`config.mk`:
```
export PLATFORM = sky130hd
export DESIGN_NAME = sdc_core
export DESIGN_NICKNAME = d
export VERILOG_FILES = /design/src/verilog/sdc_axil_regs.v /design/src/verilog/sdc_core.v
export VERILOG_INCLUDE_DIRS = /design/src /design/src/verilog
export SDC_FILE = /design/constraint.sdc
export NUM_CORES = 1
export LEC_CHECK = 0
export BUFFER_PORTS_ARGS = -buffer_cell sky130_fd_sc_hd__buf_2
export CORE_MARGIN = 4
export CORE_UTILIZATION = 51
export CTS_CLUSTER_DIAMETER = 150
export CTS_CLUSTER_SIZE = 40
export DETAILED_ROUTE_END_ITERATION = 16
export PLACE_DENSITY_LB_ADDON = 0.12
export SETUP_SLACK_MARGIN = 0.15
export SLEW_MARGIN = 30
export SYNTH_ARGS = -nofsm -noshare
export SYNTH_HDL_FRONTEND = slang
export SYNTH_SLANG_ARGS = --single-unit
```
`constraint.sdc`:
```
create_clock -name CORE_CLK -period 2.9 [get_ports CORE_CLK]
set_input_delay 0.29 -clock CORE_CLK [delete_from_list [all_inputs] [get_ports CORE_CLK]]
set_output_delay 0.29 -clock CORE_CLK [all_outputs]
set_load 0.01 [all_outputs]
```
`src/verilog/sdc_defs.vh`:
```
// Offsets, fields, reset values and codes of the SDRAM controller
`ifndef SDC_DEFS_VH
`define SDC_DEFS_VH
`define SDC_OFF_MODE 8'h00
`define SDC_OFF_REFRESH 8'h04
`define SDC_OFF_CONFIG 8'h08
`define SDC_OFF_LOWPWR 8'h10
`define SDC_OFF_IRQ_EN 8'h14
`define SDC_OFF_IRQ_DIS 8'h18
`define SDC_OFF_IRQ_MASK 8'h1c
`define SDC_OFF_IRQ_STAT 8'h20
`define SDC_RST_MODE 32'h00000000
`define SDC_RST_REFRESH 32'h00000000
`define SDC_RST_CONFIG 32'h00072240
`define SDC_RST_LOWPWR 32'h00000000
`define SDC_MODE_LSB 0
`define SDC_REF_LSB 0
`define SDC_CFG_COL_LSB 0
`define SDC_CFG_ROW_LSB 2
`define SDC_CFG_DBW_BIT 4
`define SDC_CFG_CAS_LSB 5
`define SDC_CFG_TRP_LSB 8
`define SDC_CFG_TRCD_LSB 12
`define SDC_CFG_TRC_LSB 16
`define SDC_LP_PARTIAL_ARRAY_REFRESH_LSB 0
`define SDC_LP_TEMP_COMP_SELF_REFRESH_LSB 4
`define SDC_LP_DS_LSB 6
`define SDC_MODE_NORMAL 3'h0
`define SDC_MODE_NOP 3'h1
`define SDC_MODE_PALL 3'h2
`define SDC_MODE_LMR 3'h3
`define SDC_MODE_AREF 3'h4
`define SDC_MODE_EXT_LMR 3'h5
`define SDC_PIN_NOP 3'h7
`define SDC_PIN_ACT 3'h3
`define SDC_PIN_READ 3'h5
`define SDC_PIN_WRITE 3'h4
`define SDC_PIN_PRE 3'h2
`define SDC_PIN_REF 3'h1
`define SDC_PIN_LMR 3'h0
`define SDC_WRITE_RECOVERY 4'h2
`define SDC_RESP_OKAY 2'h0
`define SDC_RESP_SLVERR 2'h2
`endif

```
`src/verilog/sdc_axil_regs.v`:
```
// AXI4-Lite register slave of the SDRAM controller
`timescale 1ns/1ps
`include "sdc_defs.vh"
module sdc_axil_regs (
  input wire clk,
  input wire rst,
  input wire [7:0] awaddr,
  input wire awvalid,
  output reg awready,
  input wire [31:0] wdata,
  input wire [3:0] wstrb,
  input wire wvalid,
  output reg wready,
  output reg [1:0] bresp,
  output reg bvalid,
  input wire bready,
  input wire [7:0] araddr,
  input wire arvalid,
  output reg arready,
  output reg [31:0] rdata,
  output reg [1:0] rresp,
  output reg rvalid,
  input wire rready,
  input wire refresh_err,
  output reg [31:0] mode_q,
  output reg [31:0] refresh_q,
  output reg [31:0] config_q,
  output reg [31:0] lowpwr_q,
  output wire irq
);
  reg [7:0] aw_addr_q;
  reg aw_got_q;
  reg [31:0] w_data_q;
  reg [3:0] w_strb_q;
  reg w_got_q;
  reg mask_q;
  reg stat_q;
  wire do_write;
  wire do_read;
  wire stat_read;

  function [31:0] merge;
    input [31:0] old;
    input [31:0] nw;
    input [3:0] strb;
    integer i;
    begin
      for (i = 0; i < 4; i = i + 1)
        merge[i*8 +: 8] = strb[i] ? nw[i*8 +: 8] : old[i*8 +: 8];
    end
  endfunction

  function mapped;
    input [7:0] a;
    begin
      mapped = (a == `SDC_OFF_MODE) || (a == `SDC_OFF_REFRESH) || (a == `SDC_OFF_CONFIG) ||
        (a == `SDC_OFF_LOWPWR) || (a == `SDC_OFF_IRQ_EN) || (a == `SDC_OFF_IRQ_DIS) ||
        (a == `SDC_OFF_IRQ_MASK) || (a == `SDC_OFF_IRQ_STAT);
    end
  endfunction

  assign do_write = aw_got_q && w_got_q && !bvalid;
  assign do_read = arvalid && arready;
  assign stat_read = do_read && (araddr == `SDC_OFF_IRQ_STAT);
  assign irq = stat_q && mask_q;

  // ----------------------------------------
  // Write channels
  // ----------------------------------------
  always @(posedge clk)
  begin
    if (rst)
    begin
      awready <= 1'b1;
      wready <= 1'b1;
      aw_got_q <= 1'b0;
      w_got_q <= 1'b0;
      aw_addr_q <= 8'h00;
      w_data_q <= 32'h00000000;
      w_strb_q <= 4'h0;
      bvalid <= 1'b0;
      bresp <= `SDC_RESP_OKAY;
      mode_q <= `SDC_RST_MODE;
      refresh_q <= `SDC_RST_REFRESH;
      config_q <= `SDC_RST_CONFIG;
      lowpwr_q <= `SDC_RST_LOWPWR;
      mask_q <= 1'b0;
    end
    else
    begin
      if (awvalid && awready)
      begin
        aw_addr_q <= awaddr;
        aw_got_q <= 1'b1;
        awready <= 1'b0;
      end
      if (wvalid && wready)
      begin
        w_data_q <= wdata;
        w_strb_q <= wstrb;
        w_got_q <= 1'b1;
        wready <= 1'b0;
      end
      if (do_write)
      begin
        bvalid <= 1'b1;
        bresp <= mapped(aw_addr_q) ? `SDC_RESP_OKAY : `SDC_RESP_SLVERR;
        case (aw_addr_q)
          `SDC_OFF_MODE: mode_q <= merge(mode_q, w_data_q, w_strb_q) & 32'h00000007;
          `SDC_OFF_REFRESH: refresh_q <= merge(refresh_q, w_data_q, w_strb_q) & 32'h00000fff;
          `SDC_OFF_CONFIG: config_q <= merge(config_q, w_data_q, w_strb_q) & 32'h000fff7f;
          `SDC_OFF_LOWPWR: lowpwr_q <= merge(lowpwr_q, w_data_q, w_strb_q) & 32'h000000f7;
          `SDC_OFF_IRQ_EN: if (w_strb_q[0] && w_data_q[0]) mask_q <= 1'b1;
          `SDC_OFF_IRQ_DIS: if (w_strb_q[0] && w_data_q[0]) mask_q <= 1'b0;
          default: mask_q <= mask_q;
        endcase
      end
      if (bvalid && bready)
      begin
        bvalid <= 1'b0;
        aw_got_q <= 1'b0;
        w_got_q <= 1'b0;
        awready <= 1'b1;
        wready <= 1'b1;
      end
    end
  end

  // ----------------------------------------
  // Read channel and status flag
  // ----------------------------------------
  always @(posedge clk)
  begin
    if (rst)
    begin
      arready <= 1'b1;
      rvalid <= 1'b0;
      rdata <= 32'h00000000;
      rresp <= `SDC_RESP_OKAY;
      stat_q <= 1'b0;
    end
    else
    begin
      // set wins clear
      if (refresh_err)
        stat_q <= 1'b1;
      else if (stat_read)
        stat_q <= 1'b0;
      if (do_read)
      begin
        arready <= 1'b0;
        rvalid <= 1'b1;
        rresp <= mapped(araddr) ? `SDC_RESP_OKAY : `SDC_RESP_SLVERR;
        case (araddr)
          `SDC_OFF_MODE: rdata <= mode_q;
          `SDC_OFF_REFRESH: rdata <= refresh_q;
          `SDC_OFF_CONFIG: rdata <= config_q;
          `SDC_OFF_LOWPWR: rdata <= lowpwr_q;
          `SDC_OFF_IRQ_MASK: rdata <= {31'h00000000, mask_q};
          `SDC_OFF_IRQ_STAT: rdata <= {31'h00000000, stat_q};
          default: rdata <= 32'h00000000;
        endcase
      end
      else if (rvalid && rready)
      begin
        rvalid <= 1'b0;
        arready <= 1'b1;
      end
    end
  end
endmodule // sdc_axil_regs

```
`src/verilog/sdc_core.v`:
```
// SDRAM controller top: request port, sequencer, pins, registers
// Functional notes
// Memory data bus is 16 or 32 bits, chosen by configuration.
// Columns per row selectable from 256 to 2048.
// Byte, half-word and word accesses; masks enable only addressed bytes. Reads enable every bus lane.
// Burst length of one; one column command per word.
// Open row kept per bank; hit needs no activation.
// CAS latency of one, two or three memory clocks.
// Clock enable high; select, strobes, write enable and masks low.
// 32-bit bus: byte bits 1:0, then column, row, two bank bits.
// 16-bit bus: byte bit 0, then column, row, two bank bits.
// Row field 11, 12 or 13 bits; upper bank bit drives bank 1.
// Software configures, then waits 200 us before memory signals toggle.
// Command field 1: memory write issues one NOP.
// Command field 2: memory write issues precharge of all banks.
// Command field 4: each write issues one auto-refresh; eight at init.
// Command field 3, bank zero: load mode with CAS latency, burst one.
// Command field 5, one bank bit set: extended mode load.
// Command field 0 then one write returns to normal accesses.
// Software loads refresh interval in controller clock cycles.
// Refresh error ORed with other system interrupt lines.
// Missed refresh raises error; reading status clears it.
// Row miss: precharge, activate after delays, then column command.
// Refresh timer reloads, refreshes on expiry, holds pending access with wait.
// Non-zero command field: one command per write, no data transfer.
//
// Implementation choices: the AXI4-Lite slave port and the register offsets.
`timescale 1ns/1ps
`include "sdc_defs.vh"
module sdc_core (
  input wire CORE_CLK,
  input wire RST,
  input wire [7:0] S_AXI_AWADDR,
  input wire S_AXI_AWVALID,
  output wire S_AXI_AWREADY,
  input wire [31:0] S_AXI_WDATA,
  input wire [3:0] S_AXI_WSTRB,
  input wire S_AXI_WVALID,
  output wire S_AXI_WREADY,
  output wire [1:0] S_AXI_BRESP,
  output wire S_AXI_BVALID,
  input wire S_AXI_BREADY,
  input wire [7:0] S_AXI_ARADDR,
  input wire S_AXI_ARVALID,
  output wire S_AXI_ARREADY,
  output wire [31:0] S_AXI_RDATA,
  output wire [1:0] S_AXI_RRESP,
  output wire S_AXI_RVALID,
  input wire S_AXI_RREADY,
  input wire MEM_REQ,
  input wire MEM_WE,
  input wire [1:0] MEM_SIZE,
  input wire [27:0] MEM_ADDR,
  input wire [31:0] MEM_WDATA,
  output reg [31:0] MEM_RDATA,
  output reg MEM_ACK,
  output reg MEM_WAIT,
  input wire OTHER_IRQ,
  output reg SYS_IRQ,
  output reg MEM_CLOCK_OUT,
  output reg MEM_CLOCK_ENABLE,
  output reg MEM_CHIP_SELECT_N,
  output reg MEM_ROW_STROBE_N,
  output reg MEM_COL_STROBE_N,
  output reg MEM_WRITE_ENABLE_N,
  output reg [1:0] MEM_BANK,
  output reg [12:0] MEM_ADDR_BUS,
  output reg [3:0] BYTE_MASK_N,
  input wire [31:0] DQ_IN,
  output reg [31:0] DQ_OUT,
  output reg DQ_OE
);
  localparam S_IDLE = 4'h0;
  localparam S_PRE = 4'h1;
  localparam S_ACT = 4'h2;
  localparam S_COL = 4'h3;
  localparam S_RDW = 4'h4;
  localparam S_ACK = 4'h5;
  localparam S_REFP = 4'h6;
  localparam S_REF = 4'h7;
  localparam S_SPEC = 4'h8;
  localparam S_WAIT = 4'h9;

  wire [31:0] mode_w;
  wire [31:0] refresh_w;
  wire [31:0] config_w;
  wire [31:0] lowpwr_w;
  wire irq_w;
  reg refresh_err_q;
  reg phase_q;
  reg [3:0] state_q;
  reg [3:0] ret_q;
  reg [3:0] wait_q;
  reg [11:0] ref_cnt_q;
  reg ref_pend_q;
  reg [3:0] open_v_q;
  reg [12:0] open_row_q [0:3];
  reg [31:0] dq_s1_q;
  reg [31:0] dq_s2_q;
  reg [1:0] bank_q;
  reg [12:0] row_q;
  reg [10:0] col_q;
  reg we_q;
  reg [3:0] mask_q;
  reg [31:0] wdata_q;
  reg [2:0] cmd_mode_q;
  wire tick;
  wire dbw16;
  wire [1:0] cas;
  wire [25:0] split_w;
  integer i;

  assign tick = phase_q;
  assign dbw16 = config_w[`SDC_CFG_DBW_BIT];
  assign cas = config_w[`SDC_CFG_CAS_LSB +: 2];

  // address split, R09 for 16-bit, R10 row width, R02 columns
  function [25:0] split_addr;
    input [27:0] a;
    input d16;
    input [1:0] colsel;
    input [1:0] rowsel;
    reg [27:0] s;
    reg [10:0] c_f;
    reg [12:0] r_f;
    integer c;
    integer r;
    begin
      c = 8 + colsel;
      r = 11 + rowsel;
      s = d16 ? (a >> 1) : (a >> 2);
      c_f = s[10:0] & ((11'h001 << c) - 11'h001);
      s = s >> c;
      r_f = s[12:0] & ((13'h0001 << r) - 13'h0001);
      s = s >> r;
      split_addr = {s[1:0], r_f, c_f};
    end
  endfunction

  // lanes enabled per access size, R01 for bus width
  function [3:0] lane_mask;
    input [1:0] size;
    input [1:0] a;
    input d16;
    begin
      if (d16)
        lane_mask = (size == 2'h0) ? (a[0] ? 4'h2 : 4'h1) : 4'h3;
      else if (size == 2'h0)
        lane_mask = 4'h1 << a;
      else if (size == 2'h1)
        lane_mask = a[1] ? 4'hc : 4'h3;
      else
        lane_mask = 4'hf;
    end
  endfunction

  assign split_w = split_addr(MEM_ADDR, dbw16, config_w[`SDC_CFG_COL_LSB +: 2],
    config_w[`SDC_CFG_ROW_LSB +: 2]);

  sdc_axil_regs u_regs (
    .clk(CORE_CLK),
    .rst(RST),
    .awaddr(S_AXI_AWADDR),
    .awvalid(S_AXI_AWVALID),
    .awready(S_AXI_AWREADY),
    .wdata(S_AXI_WDATA),
    .wstrb(S_AXI_WSTRB),
    .wvalid(S_AXI_WVALID),
    .wready(S_AXI_WREADY),
    .bresp(S_AXI_BRESP),
    .bvalid(S_AXI_BVALID),
    .bready(S_AXI_BREADY),
    .araddr(S_AXI_ARADDR),
    .arvalid(S_AXI_ARVALID),
    .arready(S_AXI_ARREADY),
    .rdata(S_AXI_RDATA),
    .rresp(S_AXI_RRESP),
    .rvalid(S_AXI_RVALID),
    .rready(S_AXI_RREADY),
    .refresh_err(refresh_err_q),
    .mode_q(mode_w),
    .refresh_q(refresh_w),
    .config_q(config_w),
    .lowpwr_q(lowpwr_w),
    .irq(irq_w)
  );

  // ----------------------------------------
  // Clock divider, data sync, interrupt
  // ----------------------------------------
  always @(posedge CORE_CLK)
  begin
    if (RST)
    begin
      phase_q <= 1'b0;
      MEM_CLOCK_OUT <= 1'b0;
      MEM_CLOCK_ENABLE <= 1'b0;
      dq_s1_q <= 32'h00000000;
      dq_s2_q <= 32'h00000000;
      SYS_IRQ <= 1'b0;
    end
    else
    begin
      phase_q <= ~phase_q;
      MEM_CLOCK_OUT <= ~phase_q;
      // clock enable active high
      MEM_CLOCK_ENABLE <= 1'b1;
      dq_s1_q <= DQ_IN;
      dq_s2_q <= dq_s1_q;
      // combined system interrupt
      SYS_IRQ <= irq_w | OTHER_IRQ;
    end
  end

  // ----------------------------------------
  // Refresh timer
  // ----------------------------------------
  always @(posedge CORE_CLK)
  begin
    if (RST)
    begin
      ref_cnt_q <= 12'h000;
      ref_pend_q <= 1'b0;
      refresh_err_q <= 1'b0;
      MEM_WAIT <= 1'b0;
    end
    else
    begin
      refresh_err_q <= 1'b0;
      // count down, reload, request refresh
      if (ref_cnt_q == 12'h000)
      begin
        ref_cnt_q <= refresh_w[`SDC_REF_LSB +: 12];
        if (refresh_w[`SDC_REF_LSB +: 12] != 12'h000)
        begin
          ref_pend_q <= 1'b1;
          // previous refresh not performed
          if (ref_pend_q)
            refresh_err_q <= 1'b1;
        end
      end
      else
        ref_cnt_q <= ref_cnt_q - 12'h001;
      if (tick && state_q == S_IDLE && ref_pend_q)
        ref_pend_q <= 1'b0;
      // wait while refresh owns the memory
      MEM_WAIT <= MEM_REQ && !MEM_ACK && state_q != S_ACK && (ref_pend_q || state_q == S_REFP ||
        state_q == S_REF || (state_q == S_WAIT && (ret_q == S_REF || ret_q == S_IDLE)));
    end
  end

  // ----------------------------------------
  // Command sequencer
  // ----------------------------------------
  always @(posedge CORE_CLK)
  begin
    if (RST)
    begin
      state_q <= S_IDLE;
      ret_q <= S_IDLE;
      wait_q <= 4'h0;
      open_v_q <= 4'h0;
      for (i = 0; i < 4; i = i + 1)
        open_row_q[i] <= 13'h0000;
      bank_q <= 2'h0;
      row_q <= 13'h0000;
      col_q <= 11'h000;
      we_q <= 1'b0;
      mask_q <= 4'h0;
      wdata_q <= 32'h00000000;
      cmd_mode_q <= `SDC_MODE_NORMAL;
      MEM_RDATA <= 32'h00000000;
      MEM_ACK <= 1'b0;
      MEM_CHIP_SELECT_N <= 1'b1;
      {MEM_ROW_STROBE_N, MEM_COL_STROBE_N, MEM_WRITE_ENABLE_N} <= `SDC_PIN_NOP;
      MEM_BANK <= 2'h0;
      MEM_ADDR_BUS <= 13'h0000;
      BYTE_MASK_N <= 4'hf;
      DQ_OUT <= 32'h00000000;
      DQ_OE <= 1'b0;
    end
    else
    begin
      MEM_ACK <= 1'b0;
      if (tick)
      begin
        // chip select driven low, strobes and masks idle high, NOP by default
        MEM_CHIP_SELECT_N <= 1'b0;
        {MEM_ROW_STROBE_N, MEM_COL_STROBE_N, MEM_WRITE_ENABLE_N} <= `SDC_PIN_NOP;
        BYTE_MASK_N <= 4'hf;
        DQ_OE <= 1'b0;
        case (state_q)
          S_IDLE:
          begin
            if (ref_pend_q)
              state_q <= S_REFP;
            else if (MEM_REQ && !MEM_ACK)
            begin
              bank_q <= split_w[25:24];
              row_q <= split_w[23:11];
              col_q <= split_w[10:0];
              we_q <= MEM_WE;
              mask_q <= lane_mask(MEM_SIZE, MEM_ADDR[1:0], dbw16);
              wdata_q <= (dbw16 && MEM_ADDR[1]) ? {16'h0000, MEM_WDATA[31:16]} : MEM_WDATA;
              cmd_mode_q <= mode_w[`SDC_MODE_LSB +: 3];
              // write with non-zero mode bypasses array
              if (MEM_WE && mode_w[`SDC_MODE_LSB +: 3] != `SDC_MODE_NORMAL)
                state_q <= S_SPEC;
              // row hit goes straight to column
              else if (open_v_q[split_w[25:24]] && open_row_q[split_w[25:24]] == split_w[23:11])
                state_q <= S_COL;
              else if (open_v_q[split_w[25:24]])
                state_q <= S_PRE;
              else
                state_q <= S_ACT;
            end
          end
          S_PRE:
          begin
            // close other row
            {MEM_ROW_STROBE_N, MEM_COL_STROBE_N, MEM_WRITE_ENABLE_N} <= `SDC_PIN_PRE;
            MEM_BANK <= bank_q;
            MEM_ADDR_BUS <= 13'h0000;
            open_v_q[bank_q] <= 1'b0;
            wait_q <= config_w[`SDC_CFG_TRP_LSB +: 4];
            ret_q <= S_ACT;
            state_q <= S_WAIT;
          end
          S_ACT:
          begin
            // activate after precharge delay
            {MEM_ROW_STROBE_N, MEM_COL_STROBE_N, MEM_WRITE_ENABLE_N} <= `SDC_PIN_ACT;
            // bank bits onto bank pins
            MEM_BANK <= bank_q;
            MEM_ADDR_BUS <= row_q;
            open_v_q[bank_q] <= 1'b1;
            open_row_q[bank_q] <= row_q;
            wait_q <= config_w[`SDC_CFG_TRCD_LSB +: 4];
            ret_q <= S_COL;
            state_q <= S_WAIT;
          end
          S_COL:
          begin
            // one column command per word, no auto precharge
            MEM_BANK <= bank_q;
            MEM_ADDR_BUS <= {1'b0, col_q[10], 1'b0, col_q[9:0]};
            if (we_q)
            begin
              {MEM_ROW_STROBE_N, MEM_COL_STROBE_N, MEM_WRITE_ENABLE_N} <= `SDC_PIN_WRITE;
              // write only addressed bytes
              BYTE_MASK_N <= ~mask_q;
              DQ_OUT <= wdata_q;
              DQ_OE <= 1'b1;
              wait_q <= `SDC_WRITE_RECOVERY;
              ret_q <= S_ACK;
            end
            else
            begin
              {MEM_ROW_STROBE_N, MEM_COL_STROBE_N, MEM_WRITE_ENABLE_N} <= `SDC_PIN_READ;
              BYTE_MASK_N <= dbw16 ? 4'hc : 4'h0;
              // wait the CAS latency plus sync
              wait_q <= {2'h0, cas} + 4'h1;
              ret_q <= S_RDW;
            end
            state_q <= S_WAIT;
          end
          S_RDW:
          begin
            MEM_RDATA <= dbw16 ? {dq_s2_q[15:0], dq_s2_q[15:0]} : dq_s2_q;
            state_q <= S_ACK;
          end
          S_ACK:
          begin
            MEM_ACK <= 1'b1;
            state_q <= S_IDLE;
          end
          S_REFP:
          begin
            // precharge all ahead of refresh
            {MEM_ROW_STROBE_N, MEM_COL_STROBE_N, MEM_WRITE_ENABLE_N} <= `SDC_PIN_PRE;
            MEM_ADDR_BUS <= 13'h0400;
            open_v_q <= 4'h0;
            wait_q <= config_w[`SDC_CFG_TRP_LSB +: 4];
            ret_q <= S_REF;
            state_q <= S_WAIT;
          end
          S_REF:
          begin
            // one timed auto-refresh
            {MEM_ROW_STROBE_N, MEM_COL_STROBE_N, MEM_WRITE_ENABLE_N} <= `SDC_PIN_REF;
            wait_q <= config_w[`SDC_CFG_TRC_LSB +: 4];
            ret_q <= S_IDLE;
            state_q <= S_WAIT;
          end
          S_SPEC:
          begin
            case (cmd_mode_q)
              // single NOP
              `SDC_MODE_NOP:
                {MEM_ROW_STROBE_N, MEM_COL_STROBE_N, MEM_WRITE_ENABLE_N} <= `SDC_PIN_NOP;
              // precharge all banks
              `SDC_MODE_PALL:
              begin
                {MEM_ROW_STROBE_N, MEM_COL_STROBE_N, MEM_WRITE_ENABLE_N} <= `SDC_PIN_PRE;
                MEM_ADDR_BUS <= 13'h0400;
                open_v_q <= 4'h0;
              end
              // one auto-refresh per write
              `SDC_MODE_AREF:
                {MEM_ROW_STROBE_N, MEM_COL_STROBE_N, MEM_WRITE_ENABLE_N} <= `SDC_PIN_REF;
              // mode load, burst one, CAS latency
              `SDC_MODE_LMR:
                if (bank_q == 2'h0)
                begin
                  {MEM_ROW_STROBE_N, MEM_COL_STROBE_N, MEM_WRITE_ENABLE_N} <= `SDC_PIN_LMR;
                  MEM_BANK <= 2'h0;
                  MEM_ADDR_BUS <= {6'h00, 1'b0, cas, 4'h0};
                end
              // extended mode load for mobile parts
              `SDC_MODE_EXT_LMR:
                if (bank_q == 2'h1 || bank_q == 2'h2)
                begin
                  {MEM_ROW_STROBE_N, MEM_COL_STROBE_N, MEM_WRITE_ENABLE_N} <= `SDC_PIN_LMR;
                  MEM_BANK <= bank_q;
                  MEM_ADDR_BUS <= {6'h00, lowpwr_w[`SDC_LP_DS_LSB +: 2],
                    lowpwr_w[`SDC_LP_TEMP_COMP_SELF_REFRESH_LSB +: 2], lowpwr_w[`SDC_LP_PARTIAL_ARRAY_REFRESH_LSB +: 3]};
                end
              default:
                MEM_CHIP_SELECT_N <= 1'b0;
            endcase
            wait_q <= config_w[`SDC_CFG_TRC_LSB +: 4];
            ret_q <= S_ACK;
            state_q <= S_WAIT;
          end
          S_WAIT:
          begin
            if (wait_q <= 4'h1)
              state_q <= ret_q;
            else
              wait_q <= wait_q - 4'h1;
          end
          default:
            state_q <= S_IDLE;
        endcase
      end
    end
  end
endmodule // sdc_core

```
* After elaboration in Yosys (flattened, before gate mapping)
Memory sizes are Yosys's and may differ from the RTL's. Cells that the tools add are included.
Word-level totals: output and inout port bits 134, bits in writable memories 52, flip-flop bits (word level) 370, memories 1, logic and storage cells 286, bits of input ports 156
Operators by class: bitwise gates (word level) 11, shifts and indexed selects 5, multiplexer cells 74, $add $sub $neg 7, magnitude comparators 4, eq/ne operators 43, reduce and logical (&&, ||, !) cells 88
Memories:
- open_row_q | words 4, bits a word 13, read ports 1, clocked after memory_dff 0, write ports 4, line sdc_core.v:97 | reg [12:0] open_row_q [0:3];
Operators by type and width (number):
- $pmux W20 S6 | 1
- $pmux W13 S5 | 1
- $eq A8 B5 Y1 const B | 8
- $mux W32 | 2
- $mux W4 | 13
- $mux W13 | 3
- $pmux W13 S3 | 1
- $reduce_and A3 Y1 | 11
- $pmux W4 S4 | 2
- $shr A27 B5 Y28 | 1
- $shr A28 B5 Y2 | 1
- $mux W27 | 1
- $mux W1 | 26
- $pmux W4 S6 | 1
- $eq A4 B3 Y1 const B | 5
- $logic_and A1 B1 Y1 | 20
- $pmux W4 S5 | 1
- $logic_or A1 B1 Y1 | 19
- $mux W2 | 9
- $eq A8 B3 Y1 const B | 2
- $eq A8 B4 Y1 const B | 2
- $eq A8 B6 Y1 const B | 2
- $logic_not A8 Y1 | 2
- $reduce_or A2 Y1 | 7
- 57 further kinds | 91

* Logic depth before layout (Yosys ltp)
depth in word-level cells 11, gate-level depth with buffers 14, mapped depth without buffers 12

* By module
From an unflattened synthesis, not the netlist that was laid out.
Unflattened totals: cell total of the unflattened synthesis 1997, area, all modules 18149.9 µm²
Modules (own cells, without submodules):
- sdc_core | times used 1, sequential area each 6606.3 µm², cells each 1442, area each 13264.0 µm²
- sdc_axil_regs | times used 1, sequential area each 2062.0 µm², cells each 555, area each 4885.9 µm²

* Worst setup path before layout
Ideal clock, no wire load.
path type register to register, start point reg u_regs.config_q[4], end point reg state_q[1], period minus slack after synthesis 3.182 ns, path slack -0.282 ns, arrival 3.086 ns, setup time 0.096 ns, data required time 2.804 ns, cell stages (with the launch flop) 12, cells stage by stage dfxtp_1 buf_6 mux2_1 mux4_2 mux4_2 buf_6 mux2i_1 xor2_1 nor3_1 a21oi_1 or4_1 o41ai_2
Between the ends: word-level cells in the longest chain between the ends 11
Ends and longest elaborated chain:
- start: declaration | line sdc_axil_regs.v:27 | output reg [31:0] config_q,
- start signal: assignment | line sdc_axil_regs.v:85 | config_q <= `SDC_RST_CONFIG;
- start signal: assignment | line sdc_axil_regs.v:111 | `SDC_OFF_CONFIG: config_q <= merge(config_q, w_data_q, w_strb_q) & 32'h000fff7f;
- $mux W27 * | line sdc_core.v:131 | s = d16 ? (a >> 1) : (a >> 2);
- $shr A27 B5 Y28 * | line sdc_core.v:133 | s = s >> c;
- $shr A28 B5 Y2 | line sdc_core.v:135 | s = s >> r;
- $mem_v2 Z4 W13 or $bmux W1 S2 (tied branches)
- $eq A13 B13 Y1 or $mux W1 (tied branches) | line sdc_core.v:310, sdc_core.v:312
- $logic_and A1 B1 Y1 or $mux W2 (tied branches) | line sdc_core.v:310, sdc_core.v:312
- $mux W2 * | line sdc_core.v:310 | else if (open_v_q[split_w[25:24]] && open_row_q[split_w[25:24]] == split_w[23:11])
- $mux W4 * | line sdc_core.v:307 | if (MEM_WE && mode_w[`SDC_MODE_LSB +: 3] != `SDC_MODE_NORMAL)
- $mux W4 * | line sdc_core.v:297 | else if (MEM_REQ && !MEM_ACK)
- $mux W4 * | line sdc_core.v:295 | if (ref_pend_q)
- $pmux W4 S4 * | line sdc_core.v:292 | case (state_q)
- end signal: assignment | line sdc_core.v:438 | state_q <= ret_q;
- end: declaration | line sdc_core.v:91 | reg [3:0] state_q;
Mark *: on every way between the ends. The rest lies on a longest branch, timed or not. The select of a mux whose other input is x is not followed. A chain may end at the register's enable or synchronous reset.

* Worst setup path after layout
Same ends and word-level chain as after synthesis.

==> impl_results.md <==
- Global-route congestion overflow total: 0
- Clock-pin slew on the worst setup and hold paths: 0.14 ns
- Required time worst endpoint: 3.34 ns
- Routed via count: 14,500
- Transition at the pin with the smallest max-transition slack: 0.860 ns
- CP arrival: 3.78 ns
- Standby leakage power: 8.22 nW
- Global-route usage over all layers: 24.5%
- Total CTS buffers: 14
- Max-cap viol count: 0
- Top layer in use: met4
- H-Tree Depth: 1
- Count of unique library cells instantiated by Yosys: 70
- WHS: 0.0224 ns
- Nets@finish: 2,375
- Multi-input logic area: 7900 um2
- Number of top-level design ports: 290
- Std cell rows: 66
- Total clock sinks: 407
- Starting DRC count in detailed routing: 1,335
- Violated checks: negative setup slack
- Sort of element at the start of the critical path: flop
- Antenna diode instance count: 0
- Area inside the core boundary: 32,900 um2
- Wire length of the first global-routing pass: 73,500 um
- Post-synthesis register bit count: 407
- Fraction of registers with async set or reset after synthesis: 0%
- Starting Density: 52.2%
- CTS tree: done
- Seq/Total Area, Yosys: 50.5%
- Die X-Extent: 191 um
- Post-DR wirelength/cell: 17.7 um
- Result of the run: finished with violations
- Final hold vios: 0
- Rel. slew slack: 42.7%
- RePlAce Congestion: 0.899
- Cell count after synthesis: 1,907
- Critical path class: flop to flop
- Maximum clock rate: 300 MHz
- Peak ir drop on the vdd network: 0.414 mV
- Summed instance area of the synthesized netlist: 17,200 um2
- Number of port buffers: 262
- Pre-antenna DRT Iters: 6
- Clk root buf: clkbuf_16
- DRC: 0
- Critical path peak fanout: 7
- Period minus WS final: 3.34 ns
- Via count of the first global-routing pass: 13,500
- Metal3 WL: 2810 um
- FF/Latch Area: 8670 um2
- Power density over the cells: 540 nW/um2
- Slack of the critical path: -0.436 ns
- Layout Area Growth over Synthesis: 18.9%
- Final worst-path cycle share: 115%
- Count of warnings emitted by yosys: 0
- Syn avg cell area: 9.00 um2
- Clock latency on the worst-skew pair: 0.54 ns
- Layout filler cell count: 2,966
- M1 wire length: 21,100 um
- Unrepaired setup endpoints after global routing: true
- Sum of negative setup slack: -0.826 ns
- Die Area: 36,600 um2
- DP Cell Count: 2,554
- Count of placed standard cells in the final layout, fillers left out: 2,655
- Post-DRT Antenna Nets: 0
- Initial antenna violation count: 0
- Count of flip-flops with a built-in enable after synthesis: 52
- Total wire length after detailed routing: 47,000 um
- Pin count of the biggest net entering global routing: 155
- Maximum buffer depth of the clock tree: 3
- Half-perimeter wire length after detailed placement: 32,900 um
- Post-synth top flop: dfxtp_1
- Endpoint class of the critical path: flop
- Worst-case clock skew: 0.0456 ns
- Vertical die dimension: 191 um
- Count of endpoints failing setup in the final report: 2
- Final max-slew violation count: 0
- Worst min path class: input pin to flop
- Via-per-instance ratio: 5.47
- Met2 WL: 22,100 um
- Fraction of final layout cells with drive strength greater than 1: 18.8%
==> final cells by class <==
type	instances	area share (%)
inverters	22	0.405
multi-input cells	1345	38.7
flip-flops and latches	407	42.5
clock buffers	18	1.79
clock inverters	2	0.227
repair buffers	419	13.6
well taps	442	2.71
==> state kept, by name, indices dropped and copies added (netlist names), 8 cells and up <==
name and count:
DQ_OUT 32, MEM_ADDR_BUS 13, MEM_RDATA 32, col_q 11
dq_s1_q 32, dq_s2_q 32, open_row_q 52, ref_cnt_q 12
row_q 13, u_regs.aw_addr_q 8, u_regs.config_q 19, u_regs.rdata 20
u_regs.refresh_q 12, u_regs.w_data_q 20, wdata_q 32
==> cell usage after synthesis, types with 4 or more instances <==
cell type | count | area [um2]
dfxtp_1 | 355 | 7110
nand2_1 | 284 | 1070
nor2_1 | 187 | 702
a21oi_1 | 178 | 891
clkbuf_1 | 119 | 447
mux2i_1 | 98 | 981
nand3_1 | 84 | 420
nor2b_1 | 79 | 494
a211oi_1 | 71 | 533
edfxtp_1 | 52 | 1560
and2_1 | 48 | 300
o21ai_0 | 43 | 215
nor3_1 | 30 | 150
a311oi_1 | 22 | 193
and3_1 | 22 | 138
inv_1 | 21 | 78.8
xnor2_1 | 21 | 184
buf_4 | 15 | 113
nor4_1 | 13 | 81.3
a221oi_1 | 12 | 105
mux2_2 | 11 | 124
a222oi_1 | 10 | 100
ha_1 | 10 | 125
xor2_1 | 9 | 78.8
buf_1 | 7 | 26.3
a22oi_1 | 6 | 45.0
a31oi_1 | 6 | 37.5
nand2b_1 | 6 | 37.5
mux4_2 | 5 | 113
nand4_1 | 5 | 31.3
o22ai_1 | 5 | 31.3
or2_2 | 5 | 31.3
nor3b_1 | 4 | 30.0
o21a_1 | 4 | 30.0
o31ai_1 | 4 | 30.0
o32a_1 | 4 | 40.0
==> worst max-delay path, stage by stage (launching register included) <==
cell       delay [ns]
dfxtp_4          0.38
buf_6            0.12
mux2_4           0.28
mux4_2           0.48
mux4_2           0.60
buf_6            0.19
mux2i_1          0.17
mux2i_1          0.12
xnor2_1          0.14
a211oi_2         0.24
o2111ai_2        0.15
o41ai_2          0.35
==> final timing paths <==
path,startpoint,to,slack [ns],depth (start not counted)
worst max register to register,u_regs.config_q[4]$_SDFFE_PP0P_,state_q[1]$_SDFFE_PP0P_,-0.44,11
worst min-delay path,MEM_WDATA[6],wdata_q[6]$_SDFFE_PP0P_,0.02,3
worst max-delay path,u_regs.config_q[4]$_SDFFE_PP0P_,state_q[1]$_SDFFE_PP0P_,-0.44,11
worst min register to register,dq_s1_q[6]$_SDFF_PP0_,dq_s2_q[6]$_SDFF_PP0_,0.45,1
==> layer usage <==
| layer | up-vias | GRT usage [%] |
|---|---|---|
| met2 | 458 | 39.9 |
| met3 | 63 | 3.07 |
| met1 | 6789 | 35.1 |
| li1 | 7216 | - |
| met5 | - | 0 |
| met4 | 0 | 5.50 |
==> kinds of logic (layout without fill, tap and decap cells) <==
family,count (synthesis),count (layout),share of synthesized area (%)
AO/OA/AOI/OAI,389,389,14.5
XOR/XNOR,30,30,1.53
adder cells (fa/ha/maj),10,10,0.729
buffers and inverters,169,461,4.24
flip-flops,407,407,50.5
multiplexers,119,119,7.47
other,2,16,0.0438
AND/OR/NAND/NOR,781,781,21.0
==> through the flow <==
stage               util (%)  area (um2)  total power, mW  setup slack [ns]
floorplan                  -       17200             7.69            -0.158
global placement        58.1       19100             8.33            -0.302
detailed placement      58.1       19100             8.37            -0.448
CTS                     61.5       20200             11.0            -0.448
global route            62.1       20400             11.5            -0.555
finish                  62.1       20400             11.0            -0.436
==> what timing repair did <==
item,in CTS,in global routing
hold endpoints to repair,67,0
setup buffers,4,8
endpoints found under the setup margin,2,2
gates resized for setup,5,16
hold buffers,67,0
gates cloned,0,2
==> cell usage in the layout, fill, tap and decap left out, drive strengths merged, types with 6 or more instances in the layout <==
master       instances
dfxtp              355
buf                350
nand2              284
nor2               187
a21oi              178
mux2i               98
nand3               84
nor2b               79
a211oi              72
dlygate4sd3         67
edfxtp              52
and2                48
o21ai               43
nor3                30
a311oi              22
inv                 22
and3                22
xnor2               21
clkbuf              20
conb                16
mux2                16
nor4                13
a221oi              12
a222oi              10
ha                  10
xor2                 9
nand2b               6
a22oi                6
a31oi                6
==> report_power, final <==
group	switching, mW	total [mW]	internal [mW]
Combinational	1.21	2.08	0.872
Clock	1.69	2.63	0.938
Sequential	0.257	6.29	6.04
No activity file was read; power rests on OpenSTA's default activity.
